--- config.mk ---
export PLATFORM = sky130hd
export DESIGN_NAME = hlc_loop_ctrl
export DESIGN_NICKNAME = d
export VERILOG_FILES = /design/src/hlc_pkg.sv /design/src/hlc_sync3.sv /design/src/hlc_interval_timer.sv /design/src/hlc_loop_ctrl.sv
export SDC_FILE = /design/constraint.sdc
export NUM_CORES = 1
export LEC_CHECK = 0
export BUFFER_PORTS_ARGS = -buffer_cell sky130_fd_sc_hd__buf_2
export CORE_UTILIZATION = 55
export CTS_CLUSTER_DIAMETER = 120
export DETAILED_ROUTE_END_ITERATION = 6
export GPL_TIMING_DRIVEN = 1
export HOLD_SLACK_MARGIN = 0.1
export PLACE_DENSITY = 0.8
export SLEW_MARGIN = 30
export SYNTH_ARGS = -nofsm -noshare
export SYNTH_HDL_FRONTEND = slang
export SYNTH_SLANG_ARGS = --single-unit
--- constraint.sdc ---
create_clock -name mclk -period 3.9 [get_ports mclk]
set_input_delay 0.78 -clock mclk [delete_from_list [all_inputs] [get_ports mclk]]
set_output_delay 0.78 -clock mclk [all_outputs]
set_load 0.005 [all_outputs]
--- src/hlc_pkg.sv ---
package hlc_pkg;

  ////////////////////////////////////////////////////////////////////////////
  // register map
  localparam logic [7:0] ADDR_DRIVE_LOOP = 8'h1b;
  localparam logic [7:0] ADDR_INPUT_LOOP = 8'h1c;
  localparam logic [7:0] DRIVE_LOOP_RST = 8'h93;
  localparam logic [7:0] INPUT_LOOP_RST = 8'hf5;
  localparam logic [7:0] DRIVE_LOOP_WMASK = 8'hbf;

  ////////////////////////////////////////////////////////////////////////////
  // field positions
  localparam int BOOST_BIT = 7;
  localparam int BIAS_BIT = 5;
  localparam int DT_LSB = 0;
  localparam int DT_W = 5;
  localparam int SIGNED_BIT = 7;
  localparam int BRAKE_STAB_BIT = 6;
  localparam int SAMPLE_LSB = 4;
  localparam int BLANK_LSB = 2;
  localparam int IDISS_LSB = 0;
  localparam int FLD2_W = 2;
  localparam logic [DT_W-1:0] DT_MAX = 5'h1f;
  localparam logic [DT_W-1:0] DT_MIN = 5'h00;

  ////////////////////////////////////////////////////////////////////////////
  // timing
  localparam int CLK_PERIOD_NS = 10;
  localparam int LRA_STEP_NS = 100000;
  localparam int LRA_BASE_NS = 500000;
  localparam int ERM_STEP_NS = 200000;
  localparam int ERM_BASE_NS = 1000000;
  localparam int LRA_STEP_CYC = LRA_STEP_NS / CLK_PERIOD_NS;
  localparam int LRA_BASE_CYC = LRA_BASE_NS / CLK_PERIOD_NS;
  localparam int ERM_STEP_CYC = ERM_STEP_NS / CLK_PERIOD_NS;
  localparam int ERM_BASE_CYC = ERM_BASE_NS / CLK_PERIOD_NS;
  localparam int PERIOD_W = 20;

  ////////////////////////////////////////////////////////////////////////////
  // serial bus and amplitude
  localparam logic [2:0] BIT_LAST = 3'h7;
  localparam logic [2:0] BIT_FIRST = 3'h0;
  localparam logic [7:0] HALF_SCALE = 8'h80;
  localparam logic [7:0] ZERO_BYTE = 8'h00;

  typedef enum logic [3:0] {
    HLC_IDLE, HLC_ADDR, HLC_ADDR_ACK, HLC_PTR, HLC_PTR_ACK,
    HLC_WR, HLC_WR_ACK, HLC_RD, HLC_RD_ACK
  } hlc_i2c_state_e;

endpackage

--- src/hlc_sync3.sv ---
`timescale 1ns/1ps
module hlc_sync3 #(
  parameter logic RST_VAL = 1'b1
) (
  // clock and reset
  input wire logic mclk,
  input wire logic rst_n,
  // pin side
  input wire logic pin_i,
  // filtered level
  output logic level_o
);

  logic s1_q;
  logic s2_q;
  logic s3_q;

  // three stages, level moves once the last two agree
  always_ff @(posedge mclk or negedge rst_n) begin
    if (!rst_n) begin
      s1_q <= RST_VAL;
      s2_q <= RST_VAL;
      s3_q <= RST_VAL;
    end else begin
      s1_q <= pin_i;
      s2_q <= s1_q;
      s3_q <= s2_q;
    end
  end

  always_ff @(posedge mclk or negedge rst_n) begin
    if (!rst_n) begin
      level_o <= RST_VAL;
    end else if (s2_q == s3_q) begin
      level_o <= s3_q;
    end
  end

endmodule

--- src/hlc_interval_timer.sv ---
`timescale 1ns/1ps
module hlc_interval_timer #(
  parameter int W = hlc_pkg::PERIOD_W
) (
  // clock and reset
  input wire logic mclk,
  input wire logic rst_n,
  // interval length in cycles
  input wire logic [W-1:0] period_cyc,
  // one pulse per interval
  output logic tick
);

  logic [W-1:0] cnt_q;

  always_ff @(posedge mclk or negedge rst_n) begin
    if (!rst_n) begin
      cnt_q <= '0;
      tick <= 1'b0;
    end else if (cnt_q >= period_cyc - W'(1)) begin
      cnt_q <= '0;
      tick <= 1'b1;
    end else begin
      cnt_q <= cnt_q + W'(1);
      tick <= 1'b0;
    end
  end

endmodule

--- src/hlc_loop_ctrl.sv ---
// Functional notes
// the drive-loop configuration register (boost, bias, drive time) sits at address 0x1B.
// the input and loop timing configuration register sits at address 0x1C.
// bit 7 of the drive-loop register, reset 1, raises loop gain during overdrive.
// bit 5 of the drive-loop register, reset 0, drives a 0.9 V common mode on the trigger pin.
// the host sets the bias bit only for analog input, never for PWM or trigger use.
// in resonant mode the drive time is field times 0.1 ms plus 0.5 ms.
// in resonant mode the field (reset 0x13) is only a start value, tracked in real time.
// the host programs the field near half the actuator period.
// in rotating-mass mode the field sets a back-EMF interval of field times 0.2 ms plus 1 ms.
// bit 7 of the second register, reset 1, picks input interpretation; 0 is unidirectional.
// in unidirectional mode braking comes only from feedback conditions.
// in unidirectional mode the whole input range is positive amplitude.
// in unidirectional mode 0% input gives no output and 50% gives half scale, linearly.
// the host uses unidirectional mode only in closed-loop operation.
// reserved bit 6 of the drive-loop register ignores writes and reads zero.
`timescale 1ns/1ps
module hlc_loop_ctrl #(
  parameter logic [6:0] DEV_ADDR = 7'h2c,
  parameter int LRA_STEP_CYC = hlc_pkg::LRA_STEP_CYC,
  parameter int LRA_BASE_CYC = hlc_pkg::LRA_BASE_CYC,
  parameter int ERM_STEP_CYC = hlc_pkg::ERM_STEP_CYC,
  parameter int ERM_BASE_CYC = hlc_pkg::ERM_BASE_CYC
) (
  // clock and reset
  input wire logic mclk,
  input wire logic rst_n,
  // serial register bus
  input wire logic scl_i,
  input wire logic sda_i,
  output logic sda_o,
  output logic sda_oe,
  // loop environment
  input wire logic lra_mode,
  input wire logic phase_early,
  input wire logic phase_late,
  input wire logic feedback_brake_req,
  input wire logic [7:0] input_level,
  // loop controls
  output logic overdrive_gain_boost,
  output logic input_common_mode_bias,
  output logic signed_input_select,
  output logic brake_loop_gain_reduce,
  output logic [1:0] sample_time,
  output logic [1:0] blanking_time,
  output logic [1:0] current_dissipate_delay,
  output logic [4:0] drive_time_code,
  output logic drive_tick,
  // drive amplitude
  output logic [7:0] drive_magnitude,
  output logic drive_negative,
  output logic brake_en
);

  localparam int PW = hlc_pkg::PERIOD_W;

  ////////////////////////////////////////////////////////////////////////////
  // helpers

  function automatic logic [PW-1:0] interval_of(input logic [4:0] code, input logic resonant_linear_actuator);
    logic [PW-1:0] c;
    c = PW'(code);
    if (resonant_linear_actuator) begin
      interval_of = PW'(c * PW'(LRA_STEP_CYC) + PW'(LRA_BASE_CYC));
    end else begin
      interval_of = PW'(c * PW'(ERM_STEP_CYC) + PW'(ERM_BASE_CYC));
    end
  endfunction

  logic [7:0] drive_loop_q;
  logic [7:0] input_loop_q;

  function automatic logic [7:0] read_byte(input logic [7:0] a);
    if (a == hlc_pkg::ADDR_DRIVE_LOOP) begin
      read_byte = drive_loop_q & hlc_pkg::DRIVE_LOOP_WMASK;
    end else if (a == hlc_pkg::ADDR_INPUT_LOOP) begin
      read_byte = input_loop_q;
    end else begin
      read_byte = hlc_pkg::ZERO_BYTE;
    end
  endfunction

  ////////////////////////////////////////////////////////////////////////////
  // pin synchronisers

  logic scl_f;
  logic sda_f;
  logic scl_prev_q;
  logic sda_prev_q;

  hlc_sync3 #(.RST_VAL(1'b1)) u_scl_sync (
    .mclk(mclk),
    .rst_n(rst_n),
    .pin_i(scl_i),
    .level_o(scl_f)
  );

  hlc_sync3 #(.RST_VAL(1'b1)) u_sda_sync (
    .mclk(mclk),
    .rst_n(rst_n),
    .pin_i(sda_i),
    .level_o(sda_f)
  );

  always_ff @(posedge mclk or negedge rst_n) begin
    if (!rst_n) begin
      scl_prev_q <= 1'b1;
      sda_prev_q <= 1'b1;
    end else begin
      scl_prev_q <= scl_f;
      sda_prev_q <= sda_f;
    end
  end

  logic bus_start;
  logic bus_stop;
  logic scl_rise;
  logic scl_fall;

  assign bus_start = scl_f & scl_prev_q & sda_prev_q & ~sda_f;
  assign bus_stop = scl_f & scl_prev_q & ~sda_prev_q & sda_f;
  assign scl_rise = scl_f & ~scl_prev_q;
  assign scl_fall = ~scl_f & scl_prev_q;

  ////////////////////////////////////////////////////////////////////////////
  // serial slave

  hlc_pkg::hlc_i2c_state_e state_q;
  logic [2:0] bit_cnt_q;
  logic [7:0] shift_q;
  logic [7:0] ptr_q;
  logic rw_q;
  logic ack_on_q;
  logic master_ack_q;
  logic wr_en_q;
  logic [7:0] wr_addr_q;
  logic [7:0] wr_data_q;
  logic [7:0] rx_byte;

  assign rx_byte = {shift_q[6:0], sda_f};

  // byte at the pointer, first bit goes out on the line
  logic [7:0] rd_byte;

  assign rd_byte = read_byte(ptr_q);

  always_ff @(posedge mclk or negedge rst_n) begin
    if (!rst_n) begin
      state_q <= hlc_pkg::HLC_IDLE;
      bit_cnt_q <= hlc_pkg::BIT_FIRST;
      shift_q <= hlc_pkg::ZERO_BYTE;
      ptr_q <= hlc_pkg::ZERO_BYTE;
      rw_q <= 1'b0;
      ack_on_q <= 1'b0;
      master_ack_q <= 1'b0;
      sda_oe <= 1'b0;
      sda_o <= 1'b0;
      wr_en_q <= 1'b0;
      wr_addr_q <= hlc_pkg::ZERO_BYTE;
      wr_data_q <= hlc_pkg::ZERO_BYTE;
    end else begin
      wr_en_q <= 1'b0;
      sda_o <= 1'b0;
      if (bus_stop) begin
        state_q <= hlc_pkg::HLC_IDLE;
        sda_oe <= 1'b0;
        ack_on_q <= 1'b0;
      end else if (bus_start) begin
        state_q <= hlc_pkg::HLC_ADDR;
        bit_cnt_q <= hlc_pkg::BIT_FIRST;
        sda_oe <= 1'b0;
        ack_on_q <= 1'b0;
      end else begin
        unique case (state_q)
          hlc_pkg::HLC_IDLE: begin
          end
          hlc_pkg::HLC_ADDR, hlc_pkg::HLC_PTR, hlc_pkg::HLC_WR: begin
            if (scl_rise) begin
              shift_q <= rx_byte;
              bit_cnt_q <= bit_cnt_q + 3'h1;
              if (bit_cnt_q == hlc_pkg::BIT_LAST) begin
                if (state_q == hlc_pkg::HLC_ADDR) begin
                  rw_q <= sda_f;
                  state_q <= (rx_byte[7:1] == DEV_ADDR) ? hlc_pkg::HLC_ADDR_ACK
                                                        : hlc_pkg::HLC_IDLE;
                end else if (state_q == hlc_pkg::HLC_PTR) begin
                  ptr_q <= rx_byte;
                  state_q <= hlc_pkg::HLC_PTR_ACK;
                end else begin
                  wr_en_q <= 1'b1;
                  wr_addr_q <= ptr_q;
                  wr_data_q <= rx_byte;
                  ptr_q <= ptr_q + 8'h01;
                  state_q <= hlc_pkg::HLC_WR_ACK;
                end
              end
            end
          end
          hlc_pkg::HLC_ADDR_ACK, hlc_pkg::HLC_PTR_ACK, hlc_pkg::HLC_WR_ACK: begin
            if (scl_fall && !ack_on_q) begin
              sda_oe <= 1'b1;
              ack_on_q <= 1'b1;
            end else if (scl_fall) begin
              ack_on_q <= 1'b0;
              bit_cnt_q <= hlc_pkg::BIT_FIRST;
              if (state_q == hlc_pkg::HLC_ADDR_ACK && rw_q) begin
                shift_q <= rd_byte;
                sda_oe <= ~rd_byte[7];
                state_q <= hlc_pkg::HLC_RD;
              end else begin
                sda_oe <= 1'b0;
                state_q <= (state_q == hlc_pkg::HLC_ADDR_ACK) ? hlc_pkg::HLC_PTR
                                                              : hlc_pkg::HLC_WR;
              end
            end
          end
          hlc_pkg::HLC_RD: begin
            if (scl_rise) begin
              bit_cnt_q <= bit_cnt_q + 3'h1;
              if (bit_cnt_q == hlc_pkg::BIT_LAST) begin
                ptr_q <= ptr_q + 8'h01;
                state_q <= hlc_pkg::HLC_RD_ACK;
              end
            end else if (scl_fall) begin
              sda_oe <= ~shift_q[6];
              shift_q <= {shift_q[6:0], 1'b0};
            end
          end
          hlc_pkg::HLC_RD_ACK: begin
            if (scl_fall && !ack_on_q) begin
              sda_oe <= 1'b0;
              ack_on_q <= 1'b1;
            end else if (scl_rise) begin
              master_ack_q <= ~sda_f;
            end else if (scl_fall) begin
              ack_on_q <= 1'b0;
              bit_cnt_q <= hlc_pkg::BIT_FIRST;
              if (master_ack_q) begin
                shift_q <= rd_byte;
                sda_oe <= ~rd_byte[7];
                state_q <= hlc_pkg::HLC_RD;
              end else begin
                state_q <= hlc_pkg::HLC_IDLE;
              end
            end
          end
          default: begin
            state_q <= hlc_pkg::HLC_IDLE;
            sda_oe <= 1'b0;
          end
        endcase
      end
    end
  end

  ////////////////////////////////////////////////////////////////////////////
  // configuration registers

  always_ff @(posedge mclk or negedge rst_n) begin
    if (!rst_n) begin
      drive_loop_q <= hlc_pkg::DRIVE_LOOP_RST & hlc_pkg::DRIVE_LOOP_WMASK;
      input_loop_q <= hlc_pkg::INPUT_LOOP_RST;
    end else if (wr_en_q) begin
      if (wr_addr_q == hlc_pkg::ADDR_DRIVE_LOOP) begin
        drive_loop_q <= wr_data_q & hlc_pkg::DRIVE_LOOP_WMASK;
      end
      if (wr_addr_q == hlc_pkg::ADDR_INPUT_LOOP) begin
        input_loop_q <= wr_data_q;
      end
    end
  end

  assign overdrive_gain_boost = drive_loop_q[hlc_pkg::BOOST_BIT];
  assign input_common_mode_bias = drive_loop_q[hlc_pkg::BIAS_BIT];
  assign signed_input_select = input_loop_q[hlc_pkg::SIGNED_BIT];
  assign brake_loop_gain_reduce = input_loop_q[hlc_pkg::BRAKE_STAB_BIT];
  assign sample_time = input_loop_q[hlc_pkg::SAMPLE_LSB +: hlc_pkg::FLD2_W];
  assign blanking_time = input_loop_q[hlc_pkg::BLANK_LSB +: hlc_pkg::FLD2_W];
  assign current_dissipate_delay = input_loop_q[hlc_pkg::IDISS_LSB +: hlc_pkg::FLD2_W];

  ////////////////////////////////////////////////////////////////////////////
  // drive time tracking

  logic [4:0] field_dt;
  logic [PW-1:0] period_q;

  assign field_dt = drive_loop_q[hlc_pkg::DT_LSB +: hlc_pkg::DT_W];

  always_ff @(posedge mclk or negedge rst_n) begin
    if (!rst_n) begin
      drive_time_code <= hlc_pkg::DRIVE_LOOP_RST[hlc_pkg::DT_LSB +: hlc_pkg::DT_W];
    end else if (!lra_mode || (wr_en_q && wr_addr_q == hlc_pkg::ADDR_DRIVE_LOOP)) begin
      drive_time_code <= lra_mode ? wr_data_q[hlc_pkg::DT_LSB +: hlc_pkg::DT_W]
                                  : field_dt;
    end else if (phase_late && drive_time_code != hlc_pkg::DT_MAX) begin
      drive_time_code <= drive_time_code + 5'h01;
    end else if (phase_early && !phase_late && drive_time_code != hlc_pkg::DT_MIN) begin
      drive_time_code <= drive_time_code - 5'h01;
    end
  end

  always_ff @(posedge mclk or negedge rst_n) begin
    if (!rst_n) begin
      period_q <= PW'(LRA_BASE_CYC);
    end else begin
      period_q <= interval_of(drive_time_code, lra_mode);
    end
  end

  hlc_interval_timer #(.W(PW)) u_timer (
    .mclk(mclk),
    .rst_n(rst_n),
    .period_cyc(period_q),
    .tick(drive_tick)
  );

  ////////////////////////////////////////////////////////////////////////////
  // input interpretation

  logic [7:0] offs;

  assign offs = (input_level >= hlc_pkg::HALF_SCALE) ? input_level - hlc_pkg::HALF_SCALE
                                                    : hlc_pkg::HALF_SCALE - input_level;

  always_ff @(posedge mclk or negedge rst_n) begin
    if (!rst_n) begin
      drive_magnitude <= hlc_pkg::ZERO_BYTE;
      drive_negative <= 1'b0;
      brake_en <= 1'b0;
    end else if (!signed_input_select) begin
      drive_magnitude <= input_level;
      drive_negative <= 1'b0;
      brake_en <= feedback_brake_req;
    end else begin
      drive_magnitude <= (offs[7]) ? 8'hff : {offs[6:0], 1'b0};
      drive_negative <= input_level < hlc_pkg::HALF_SCALE;
      brake_en <= feedback_brake_req | (input_level < hlc_pkg::HALF_SCALE);
    end
  end

endmodule

* Yosys cells after proc, flatten, opt, wreduce, memory -nomap -nowiden
Index checks and enable logic that the tools add are counted.
** Storage, ports and cells
- Register bits :: 124
- Bits in latches :: 0
- Memory bits (writable) :: 0
- ROM bits :: 0
- Input port bits :: 16
- Output and inout port bits :: 28
- Memories kept :: 0
** Operators by class
- Add/subtract/negate cells :: 10
- $mul :: 2
- Div/mod/pow operators :: 0
- Magnitude comparators :: 3
- Eq/ne operators :: 52
- Shift-type cells :: 0
- Muxes and demuxes :: 83
- Bitwise gates (word level) :: 19
- Reduce and logical (&&, ||, !) cells :: 32
** Operators with widths (number)
- two-way mux 8 bit :: 11
- two-way mux 7 bit :: 10
- two-way mux 4 bit :: 11
- inequality test 4 bit (second input constant) :: 11
- two-way mux 20 bit :: 2
- == test 8 x 5 -> 1 bit (second input constant) :: 4
- multiplier 5 x 10 -> 15 bit (second input constant) :: 2
- two-way mux 3 bit :: 10
- inequality test 2 bit (second input constant) :: 14
- case mux 7 bit (4 select lines) :: 1
- two-way mux 1 bit :: 27
- inequality test 5 bit (second input constant) :: 5
- adder 19 x 16 -> 20 bit (second input constant) :: 1
- adder 20 x 1 -> 20 bit (second input constant) :: 1
- adder 20 x 17 -> 20 bit (second input constant) :: 1
- >= comparator 20 bit :: 1
- two-way mux 5 bit :: 4
- case mux 4 bit (5 select lines) :: 1
- subtractor 20 x 1 -> 20 bit (second input constant) :: 1
- == test 4 x 3 -> 1 bit (second input constant) :: 4
- case mux 8 bit (2 select lines) :: 1
- AND reduction 7 bit :: 2
- AND reduction 13 bit :: 1
- inequality test 3 bit (second input constant) :: 4
- 37 further kinds :: 71

* Logic depth before layout (Yosys ltp)
Gate-level depths: netlist of run 1.
- Word-level depth :: 11
- Mapped depth :: 16
- Gate-level depth less buffers :: 15

* Cells and area by module
A second synthesis of run 1 with hierarchy kept.
** Unflattened totals
- Cells, all modules :: 801
- Area, all modules :: 7564.8 um2
** Modules (own cells, without submodules)
- hlc_loop_ctrl :: instances 1, cells each 595, area an instance 5570.3 um2, seq. area each 2303.5 um2
- hlc_interval_timer :: instances 1, cells each 196, area an instance 1761.7 um2, seq. area each 525.5 um2
- hlc_sync3 :: instances 2, cells each 5, area an instance 116.4 um2, seq. area each 105.1 um2

* Worst setup path after synthesis of run 1
OpenSTA, ideal clock, no wires.
- Path kind :: register to register
- From :: register drive_time_code[4]
- To :: register period_q[18]
- Setup time :: 79 ps
- Data arrival time :: 3345 ps
- Path slack :: 476 ps
- Stages on the path, launching flop included :: 12
- Path buffers :: 0
- Cells stage by stage :: dfstp_2 fa_1 ha_1 fa_1 ha_1 and3_4 a221oi_4 a21oi_1 a31oi_4 a21bo_1 o21a_1 mux2i_1
** On the way
- Word-level cells in the longest chain between the ends :: 3
** RTL lines
- from (decl) :: line hlc_loop_ctrl.sv:47 : output logic [4:0] drive_time_code,
- from (signal assigned) :: line hlc_loop_ctrl.sv:291 : drive_time_code <= hlc_pkg::DRIVE_LOOP_RST[hlc_pkg::DT_LSB +: hlc_pkg::DT_W];
- from (signal assigned) :: line hlc_loop_ctrl.sv:293 : drive_time_code <= lra_mode ? wr_data_q[hlc_pkg::DT_LSB +: hlc_pkg::DT_W]
- from (signal assigned) :: line hlc_loop_ctrl.sv:296 : drive_time_code <= drive_time_code + 5'h01;
- multiplier 5 x 10 -> 15 bit :: line hlc_loop_ctrl.sv:64, hlc_loop_ctrl.sv:66
- adder 20 x 17 -> 20 bit or adder 19 x 16 -> 20 bit (tied branches) :: line hlc_loop_ctrl.sv:66, hlc_loop_ctrl.sv:64
- two-way mux 20 bit (*) :: line hlc_loop_ctrl.sv:63 : if (resonant_linear_actuator) begin
- to (signal assigned) :: line hlc_loop_ctrl.sv:304 : period_q <= PW'(LRA_BASE_CYC);
- to (signal assigned) :: line hlc_loop_ctrl.sv:306 : period_q <= interval_of(drive_time_code, lra_mode);
- to (decl) :: line hlc_loop_ctrl.sv:285 : logic [PW-1:0] period_q;
Every way passes the cells marked *; elsewhere a longest branch is shown, timed or not.
A chain may end at the register's enable or synchronous reset.

* Worst setup path after layout of run 1
- From :: register drive_time_code[2]
- To :: register period_q[18]
The elaborated chain is that of the path after synthesis.

==> flow_summary.ini, run 1 <==
[timing]
fmax_mhz = 274.9
drv_slew = 0
fin_crit_ns = 3.638
setup_violations = 0
finalCritPeriodShare_pct = 93.27
finalClockSkew_ns = 0.009853
tightest_slew_ns = 0.8135
fin_setup_tns_ns = 0
max_slew_margin_pct = 45.77
finalHoldViolations = 0
rsz0062_at_grt = false

[grt]
overflow = 0
antenna_found_initial = 0
grt_pass1_vias = 5424
grt_usage_pct = 24.44
grt_max_degree = 65
grt_pass1_wl_mm = 25.68

[routing]
drc = 0
drt_iter0_markers = 295
vias = 5583
wl_per_cell_um = 15.52
routed_wl_mm = 14.97
viasPerCell = 5.785
drt-pass1-iter-count = 4
postRouteAntennaNets = 0

[clock_network]
cts_sinks = 120
clock_latency_ns = 0.43
clk_path_buf_depth = 2
cts_hold_buf = 0
htree_levels = 4
clk_pin_slew_worst_paths_ns = 0.06
cts_resized = 0
root_buffer = clkbuf_16
post_cts.repair.setup_buffers = 0
numCtsBuffers = 17
cts_tree = yes

[setup_path]
r2r_setup_slack_ns = 0.26
cp-start-kind = flip-flop
r2r-start = drive_time_code[2]
r2r_cells = 11
r2r-end = period_q[18]
path_max_fanout = 10
worst_ep_required_time_ns = 4.23
crit_type = flip-flop to flip-flop
end_kind = flip-flop
arrival_ns = 3.97

[die]
io_pins = 44
num_rows = 41
die_y_um = 117.1
start_util_pct = 57.07
coreArea_um2 = 12770
die_w_um = 117.1
die_area_um2 = 13720

[hold_path]
whs_path_depth = 0
holdPathEnd = u_scl_sync.s2_q
hold_class = flip-flop to flip-flop
hp-start = u_scl_sync.s1_q

[pwr]
powerDensity_nw_per_um2 = 610.0
pwr-share-comb_pct = 34.5
cellLeakagePower_uw = 0.003802
peakVddDrop_mv = 0.3541
power.internal_uw = 3308
switching_share_pct = 34.24
power_switching_uw = 1722
clkPwrFrac_pct = 32.6
seq_power_share_pct = 32.9

[synthesis]
synthCells = 744
async_reset_ff_share_pct = 100.0
synthDistinctLibCells = 71
synth-seq-cells = 120
synth_edf_count = 0
synth_fp_nets = 819
avgSynthCellArea_um2 = 9.798
ys.flop_type = dfrtp_1
synth_seq_area_share_pct = 41.69
yosysWarningCount = 0
syn-cell-area_um2 = 7289

[cells_and_area]
layout-drive-gt1-share_pct = 19.42
final_nets = 855
areaGrowthSynthToFinish_pct = 13.11
final_area_um2 = 8245
diodes = 0
layout_common_cells = 91 x dfrtp_1, 83 x nor2_1, 55 x nand2_1
mostFrequentLayoutCell = dfrtp_1

[placement]
port_buffers = 42
gp_congestion = 0.8658
hpwl_mm = 10.77
placed_area_um2 = 7617

[run_status]
status = finished clean

[job]
maxCapViolCount = 0
## layout make-up
| type | count | area (um^2) |
|---|---|---|
| Timing Repair Buffer | 45 | 247.7 |
| Tap cell | 172 | 215.2 |
| Clock inverter | 7 | 112.6 |
| Fill cell | 981 | 4528 |
| Inverter | 33 | 123.9 |
| Clock buffer | 25 | 515.5 |
| Multi-Input combinational cell | 563 | 3991 |
| Sequential cell | 120 | 3039 |
## worst max-delay path: stages, from the launching register on
cell,delay [ns]
dfrtp_1,0.56
inv_1,0.18
fa_1,0.47
fa_1,0.48
ha_1,0.39
and3_4,0.22
a221oi_4,0.29
a21oi_1,0.17
a31oi_4,0.19
a21bo_1,0.23
o21a_1,0.18
mux2i_1,0.16
## kinds of logic (layout without fill, tap and decap cells)
family / Yosys count / after routing / synth area share [%]
AOI/OAI and AO/OA: 159 / 159 / 14.42
muxes: 41 / 41 / 6.231
xor gates and xnor gates: 53 / 53 / 6.368
and+or+nand+nor: 248 / 248 / 16.77
DFF: 120 / 120 / 41.69
adders and majority gates: 61 / 61 / 10.92
buffers and inverters: 61 / 110 / 3.553
other: 1 / 1 / 0.05144
## worst max path at each step
stage                       start           end  slack, ns  cells after the start
2_1_floorplan  drive_time_code[4]  period_q[18]       0.48                     11
3_3_place_gp   drive_time_code[2]  period_q[17]       0.45                     11
3_5_place_dp   drive_time_code[2]  period_q[18]       0.28                     11
4_1_cts        drive_time_code[2]  period_q[18]       0.25                     11
5_1_grt        drive_time_code[2]  period_q[18]       0.06                     11
6_report       drive_time_code[2]  period_q[18]       0.26                     11
## registers in the layout, indices dropped and copies added (netlist names), 3 cells and up
register,cells
u_timer.cnt_q,20
period_q,16
drive_magnitude,8
input_loop_q,8
ptr_q,8
wr_addr_q,8
wr_data_q,8
drive_loop_q,7
shift_q,7
drive_time_code,5
state_q,4
bit_cnt_q,3
## synth_stat cells, types with 10 or more instances
library cell | instances | share of area (%)
ha_1 | 54 | 9.3
mux2i_1 | 12 | 1.6
o21ai_0 | 41 | 2.8
nand2_1 | 55 | 2.8
dfstp_2 | 29 | 10
clkbuf_1 | 13 | 0.67
dfrtp_1 | 91 | 31
a31oi_1 | 10 | 0.86
nor3_1 | 17 | 1.2
xnor2_1 | 32 | 3.8
nand3_1 | 24 | 1.6
mux2_2 | 26 | 4.0
nor2_1 | 83 | 4.3
xor2_1 | 21 | 2.5
and3_1 | 11 | 0.94
inv_1 | 33 | 1.7
a21oi_1 | 45 | 3.1
## power groups by stage
stage / sequential, uW / clock (uW) / combinational, uW
after floorplan: 1610 / 0 / 1380
after global placement: 1660 / 0 / 1600
after detailed placement: 1670 / 0 / 1700
after CTS: 1650 / 1670 / 1730
after global routing: 1680 / 1720 / 1950
final: 1650 / 1640 / 1740
## per-stage QoR
step           cells  setup WS, ns  power, uW  hold slack [ns]  util (%)
2_1_floorplan    744        0.4757       2989           0.3452         -
3_3_place_gp     933        0.4476       3261           0.3486     59.63
3_5_place_dp     933        0.2804       3367           0.3495     59.63
4_1_cts          965        0.2482       5048           0.3526     64.55
5_1_grt          965       0.05546       5359           0.3570     64.55
6_report         965        0.2624       5030           0.3520     64.55
## layer usage
metal | GRT usage (%) | vias to the layer above | part of all wire (%)
li1 | - | 2698 | -
met1 | 31.97 | 2707 | 46
met2 | 39.80 | 148 | 47
met3 | 5.304 | 30 | 4.4
met4 | 9.705 | 0 | 2.0
met5 | 0 | - | 0
Note: power is estimated with default switching activity, not from simulation.
==> run 2: changes to the inputs <==
--- a/config.mk
+++ b/config.mk
@@ -12,7 +12,6 @@
 export GPL_TIMING_DRIVEN = 1
 export HOLD_SLACK_MARGIN = 0.1
 export PLACE_DENSITY = 0.8
-export SLEW_MARGIN = 30
 export SYNTH_ARGS = -nofsm -noshare
 export SYNTH_HDL_FRONTEND = slang
 export SYNTH_SLANG_ARGS = --single-unit
==> constraint.sdc (replaced) <==
create_clock -name mclk -period 4.5 [get_ports mclk]
set_input_delay 0.9 -clock mclk [delete_from_list [all_inputs] [get_ports mclk]]
set_output_delay 0.9 -clock mclk [all_outputs]
set_load 0.005 [all_outputs]
==> run 2 against run 1 <==
Against the previous run: global-route usage rose by 0.29 points; die area unchanged; register-to-register slack improved by 0.49 ns; first-iteration DRC count fell by 15%; total power is 15% lower; critical path depth is the same; cell count shrank 0.10%; critical endpoint is now period_q[17].
==> flow_summary.ini, run 2 (same netlist as run 1, synthesis figures left out) <==
[run_status]
status = finished clean

[pwr]
power.internal_uw = 2751
powerDensity_nw_per_um2 = 521.7
clkPwrFrac_pct = 31.1
peakVddDrop_mv = 0.3858
pwr-share-comb_pct = 35.1
switching_share_pct = 35.56
cellLeakagePower_uw = 0.003758
power.total_uw = 4269
power_switching_uw = 1518
seq_power_share_pct = 33.8

[routing]
drt-pass1-iter-count = 6
drc = 0
viasPerCell = 5.901
vias = 5689
wl_per_cell_um = 15.86
postRouteAntennaNets = 0
routed_wl_mm = 15.29
drt_iter0_markers = 251

[cells_and_area]
largest_register_ffs = 20
stdcell_count = 964
diodes = 0
fillers = 1013
regMostFlops = u_timer.cnt_q
layout_common_cells = 91 x dfrtp_1, 83 x nor2_1, 55 x nand2_1
areaGrowthSynthToFinish_pct = 12.27
top_regs = u_timer.cnt_q x20, period_q x16
layout-drive-gt1-share_pct = 19.32
final_nets = 854
mostFrequentLayoutCell = dfrtp_1

[placement]
hpwl_mm = 11.21
gp_congestion = 0.8800
port_buffers = 42
dp_cells = 932

[grt]
grt_max_degree = 67
antenna_found_initial = 0
overflow = 0
grt_pass1_wl_mm = 26.14
grt_pass1_vias = 5599
grt_usage_pct = 24.74

[clock_network]
post_cts.repair.setup_buffers = 0
cts_resized = 0
numCtsBuffers = 17
clk_path_buf_depth = 2
cts_hold_buf = 0
clk_pin_slew_worst_paths_ns = 0.05
htree_levels = 4
clock_latency_ns = 0.41
cts_tree = yes
root_buffer = clkbuf_16
cts_sinks = 120

[die]
die_area_um2 = 13720
io_pins = 44
coreArea_um2 = 12770
start_util_pct = 57.07
num_rows = 41
die_w_um = 117.1
die_y_um = 117.1

[timing]
fmax_mhz = 266.7
finalClockSkew_ns = 0.009150
fin_crit_ns = 3.749
finalHoldViolations = 0
setup_violations = 0
finalCritPeriodShare_pct = 83.31
rsz0062_at_grt = false
tightest_slew_ns = 0.8476
fin_setup_tns_ns = 0
drv_slew = 0
max_slew_margin_pct = 43.49

[setup_path]
arrival_ns = 4.01
worst_ep_required_time_ns = 4.76
crit_type = flip-flop to flip-flop
path_max_fanout = 13
end_kind = flip-flop
cp-start-kind = flip-flop

[hold_path]
hold_class = flip-flop to flip-flop

[job]
maxCapViolCount = 0
[run 2: cell count changes in the layout (fill, tap and decap cells not counted), sizes merged]
cell,before,now
clkbuf,25,21
bufinv,3,2
buf,45,44
clkinvlp,1,4
clkinv,3,5
[run 2: area by class of cell]
cell class	count	area, um^2	area share [%]
inverter	33	123.9	1.514
clock inverter	11	126.4	1.544
timing repair buffer	44	227.7	2.782
tap	172	215.2	2.630
multi-input combinational	563	3991	48.77
clock buffer	21	460.4	5.626
sequential	120	3039	37.13
[run 2: worst paths after layout]
check / endpoint / slack [ns] / cells after the start / startpoint
worst max-delay path: period_q[17] / 0.75 / 11 / drive_time_code[4]
min in group asynchronous: input_loop_q[3] / 0.57 / 1 / rst_n
worst min register to register: u_sda_sync.s2_q / 0.35 / 0 / u_sda_sync.s1_q
worst min-delay path: u_sda_sync.s2_q / 0.35 / 0 / u_sda_sync.s1_q
max in group asynchronous: brake_en / 3.04 / 2 / rst_n
worst max register to register: period_q[17] / 0.75 / 11 / drive_time_code[4]
[run 2: layer usage]
layer / up-vias / share of wire [%] / GRT usage, %
met5: - / 0 / 0
met4: 0 / 1.5 / 8.523
met3: 24 / 4.5 / 4.995
met2: 171 / 49 / 41.34
met1: 2794 / 45 / 32.23
li1: 2700 / - / -
[run 2: critical path, stage by stage, from the launching register on]
cell and delay (ns):
dfstp_2 0.69, fa_1 0.47, ha_1 0.21, fa_1 0.44
ha_1 0.39, and3_4 0.23, a221oi_4 0.28, a21oi_1 0.16
a31oi_4 0.19, a21boi_2 0.21, xor2_1 0.21, mux2i_1 0.11
[run 2: stage by stage]
stage          setup slack (ns)  hold slack [ns]  area [um^2]  utilization, %
6_report                 0.7511           0.3545         8184           64.07
2_1_floorplan             1.076           0.3452         7289               -
5_1_grt                  0.5257           0.3593         8184           64.07
3_5_place_dp             0.7406           0.3492         7597           59.48
4_1_cts                  0.7321           0.3545         8184           64.07
3_3_place_gp             0.9266           0.3482         7597           59.48
[run 2: power by group through the flow]
stage	Combinational (uW)	Sequential, uW	Clock (uW)
after floorplan	1190	1400	0
after global placement	1370	1450	0
after detailed placement	1470	1460	0
after CTS	1490	1440	1350
after global routing	1670	1470	1400
final	1500	1440	1330
==> run 3: changes to the inputs <==
==> constraint.sdc (replaced) <==
create_clock -name mclk -period 3.6 [get_ports mclk]
set_input_delay 0.72 -clock mclk [delete_from_list [all_inputs] [get_ports mclk]]
set_output_delay 0.72 -clock mclk [all_outputs]
set_load 0.005 [all_outputs]
==> run 3 against run 2 <==
Against the previous run: cell count increased by 0.52%; register-to-register slack worse by 0.58 ns; worst hold slack better by 0.0078 ns; highest routed layer unchanged; maximum frequency up 9.5%; final area rose by 1.5%; via count decreased by 0.33%.
==> flow_summary.ini, run 3 (same netlist as run 1, synthesis figures left out) <==
[hold_path]
hold_class = flip-flop to flip-flop

[setup_path]
worst_ep_required_time_ns = 3.87
crit_type = flip-flop to flip-flop
arrival_ns = 3.69
path_max_fanout = 5
cp-start-kind = flip-flop
end_kind = flip-flop

[routing]
drt_iter0_markers = 464
vias = 5670
wl_per_cell_um = 16.16
postRouteAntennaNets = 0
routed_wl_mm = 15.66
viasPerCell = 5.851
drt-pass1-iter-count = 5
drc = 0

[timing]
drv_slew = 0
fin_crit_ns = 3.425
finalHoldViolations = 0
tightest_slew_ns = 0.8692
rsz0062_at_grt = false
fin_setup_tns_ns = 0
setup_violations = 0
max_slew_margin_pct = 42.05
fmax_mhz = 292.0
finalClockSkew_ns = 0.009453
finalCritPeriodShare_pct = 95.13

[clock_network]
root_buffer = clkbuf_16
cts_sinks = 120
numCtsBuffers = 17
clock_latency_ns = 0.42
clk_pin_slew_worst_paths_ns = 0.06
cts_tree = yes
clk_path_buf_depth = 2
htree_levels = 4

[cells_and_area]
stdcell_count = 969
final_area_um2 = 8309
final_nets = 859
top_regs = u_timer.cnt_q x20, period_q x16
mostFrequentLayoutCell = dfrtp_1
utilization_pct = 65.05
largest_register_ffs = 20
areaGrowthSynthToFinish_pct = 13.99
layout_common_cells = 90 x dfrtp_1, 83 x nor2_1, 55 x nand2_1
diodes = 0
layout-drive-gt1-share_pct = 20.45
regMostFlops = u_timer.cnt_q

[grt]
antenna_found_initial = 0
met3_usage_pct = 4.428
top_usage_layer = met2
use_met1_pct = 32.30
grt_pass1_wl_mm = 26.52
grt_pass1_vias = 5545
grt_util_met2_pct = 42.45
overflow = 0
grt_usage_pct = 25.26
grt_max_degree = 64

[die]
coreArea_um2 = 12770
die_area_um2 = 13720
start_util_pct = 57.07
die_y_um = 117.1
die_w_um = 117.1
io_pins = 44
num_rows = 41

[placement]
hpwl_mm = 10.96
port_buffers = 42
dp_cells = 936
placed_area_um2 = 7640
gp_congestion = 0.8833

[run_status]
status = finished clean

[pwr]
cellLeakagePower_uw = 0.003826
powerDensity_nw_per_um2 = 673.6
peakVddDrop_mv = 0.4313
power.total_uw = 5597

[job]
maxCapViolCount = 0
==> run 3: cell types whose count changed in the layout (fill, tap and decap cells not counted), sizes merged <==
| cell | delta |
|---|---|
| buf | +5 |
| bufinv | +2 |
| clkbuf | -1 |
| clkinv | +1 |
| clkinvlp | -3 |
| inv | +1 |
==> run 3: report_power, final <==
group | total, uW | internal [uW] | switching (uW)
Clock | 1810 | 1190 | 618
Combinational | 2000 | 888 | 1110
Sequential | 1790 | 1570 | 217
==> run 3: cell type report <==
cell class	instances	area [um^2]
well taps	172	215.2
inverters	33	123.9
multi-input cells	563	4023
clock buffers	20	456.7
fillers	1001	4464
clock inverters	12	172.7
repair buffers	49	277.8
flip-flops and latches	120	3040
==> run 3: metal layers <==
metal | part of all wire [%] | vias to the layer above
li1 | - | 2709
met1 | 44 | 2759
met2 | 49 | 175
met3 | 5.2 | 27
met4 | 1.8 | 0
met5 | 0 | -
==> run 3: worst max-delay path, cell delays in order, from the launching register on <==
cell	delay, ns
dfstp_2	0.53
fa_1	0.41
ha_1	0.29
ha_1	0.30
ha_1	0.37
a21o_1	0.22
a221oi_4	0.36
a21oi_2	0.12
a31oi_4	0.17
a21boi_2	0.19
xor2_1	0.19
mux2i_1	0.09
==> run 3: timing repair <==
item,4_1_cts,5_1_grt
setup buffers,0,1
setup endpoints to repair,0,6
resized for setup,0,6
hold buffers,0,0
==> run 3: path summary, 6_finish.rpt <==
path	cells after the start	to	startpoint	slack, ns
worst max-delay path	11	period_q[18]	drive_time_code[4]	0.18
worst min-delay path	0	u_scl_sync.s2_q	u_scl_sync.s1_q	0.36
worst max register to register	11	period_q[18]	drive_time_code[4]	0.18
worst min register to register	0	u_scl_sync.s2_q	u_scl_sync.s1_q	0.36
max in group asynchronous	2	period_q[14]	rst_n	2.39
min in group asynchronous	1	ack_on_q	rst_n	0.39
==> run 3: stage by stage <==
stage / hold WS [ns] / worst slack (ns)
2_1_floorplan: 0.3452 / 0.1757
3_3_place_gp: 0.3484 / 0.1879
3_5_place_dp: 0.3500 / 0.08519
4_1_cts: 0.3650 / 0.07213
5_1_grt: 0.3629 / 0.004598
6_report: 0.3623 / 0.1753
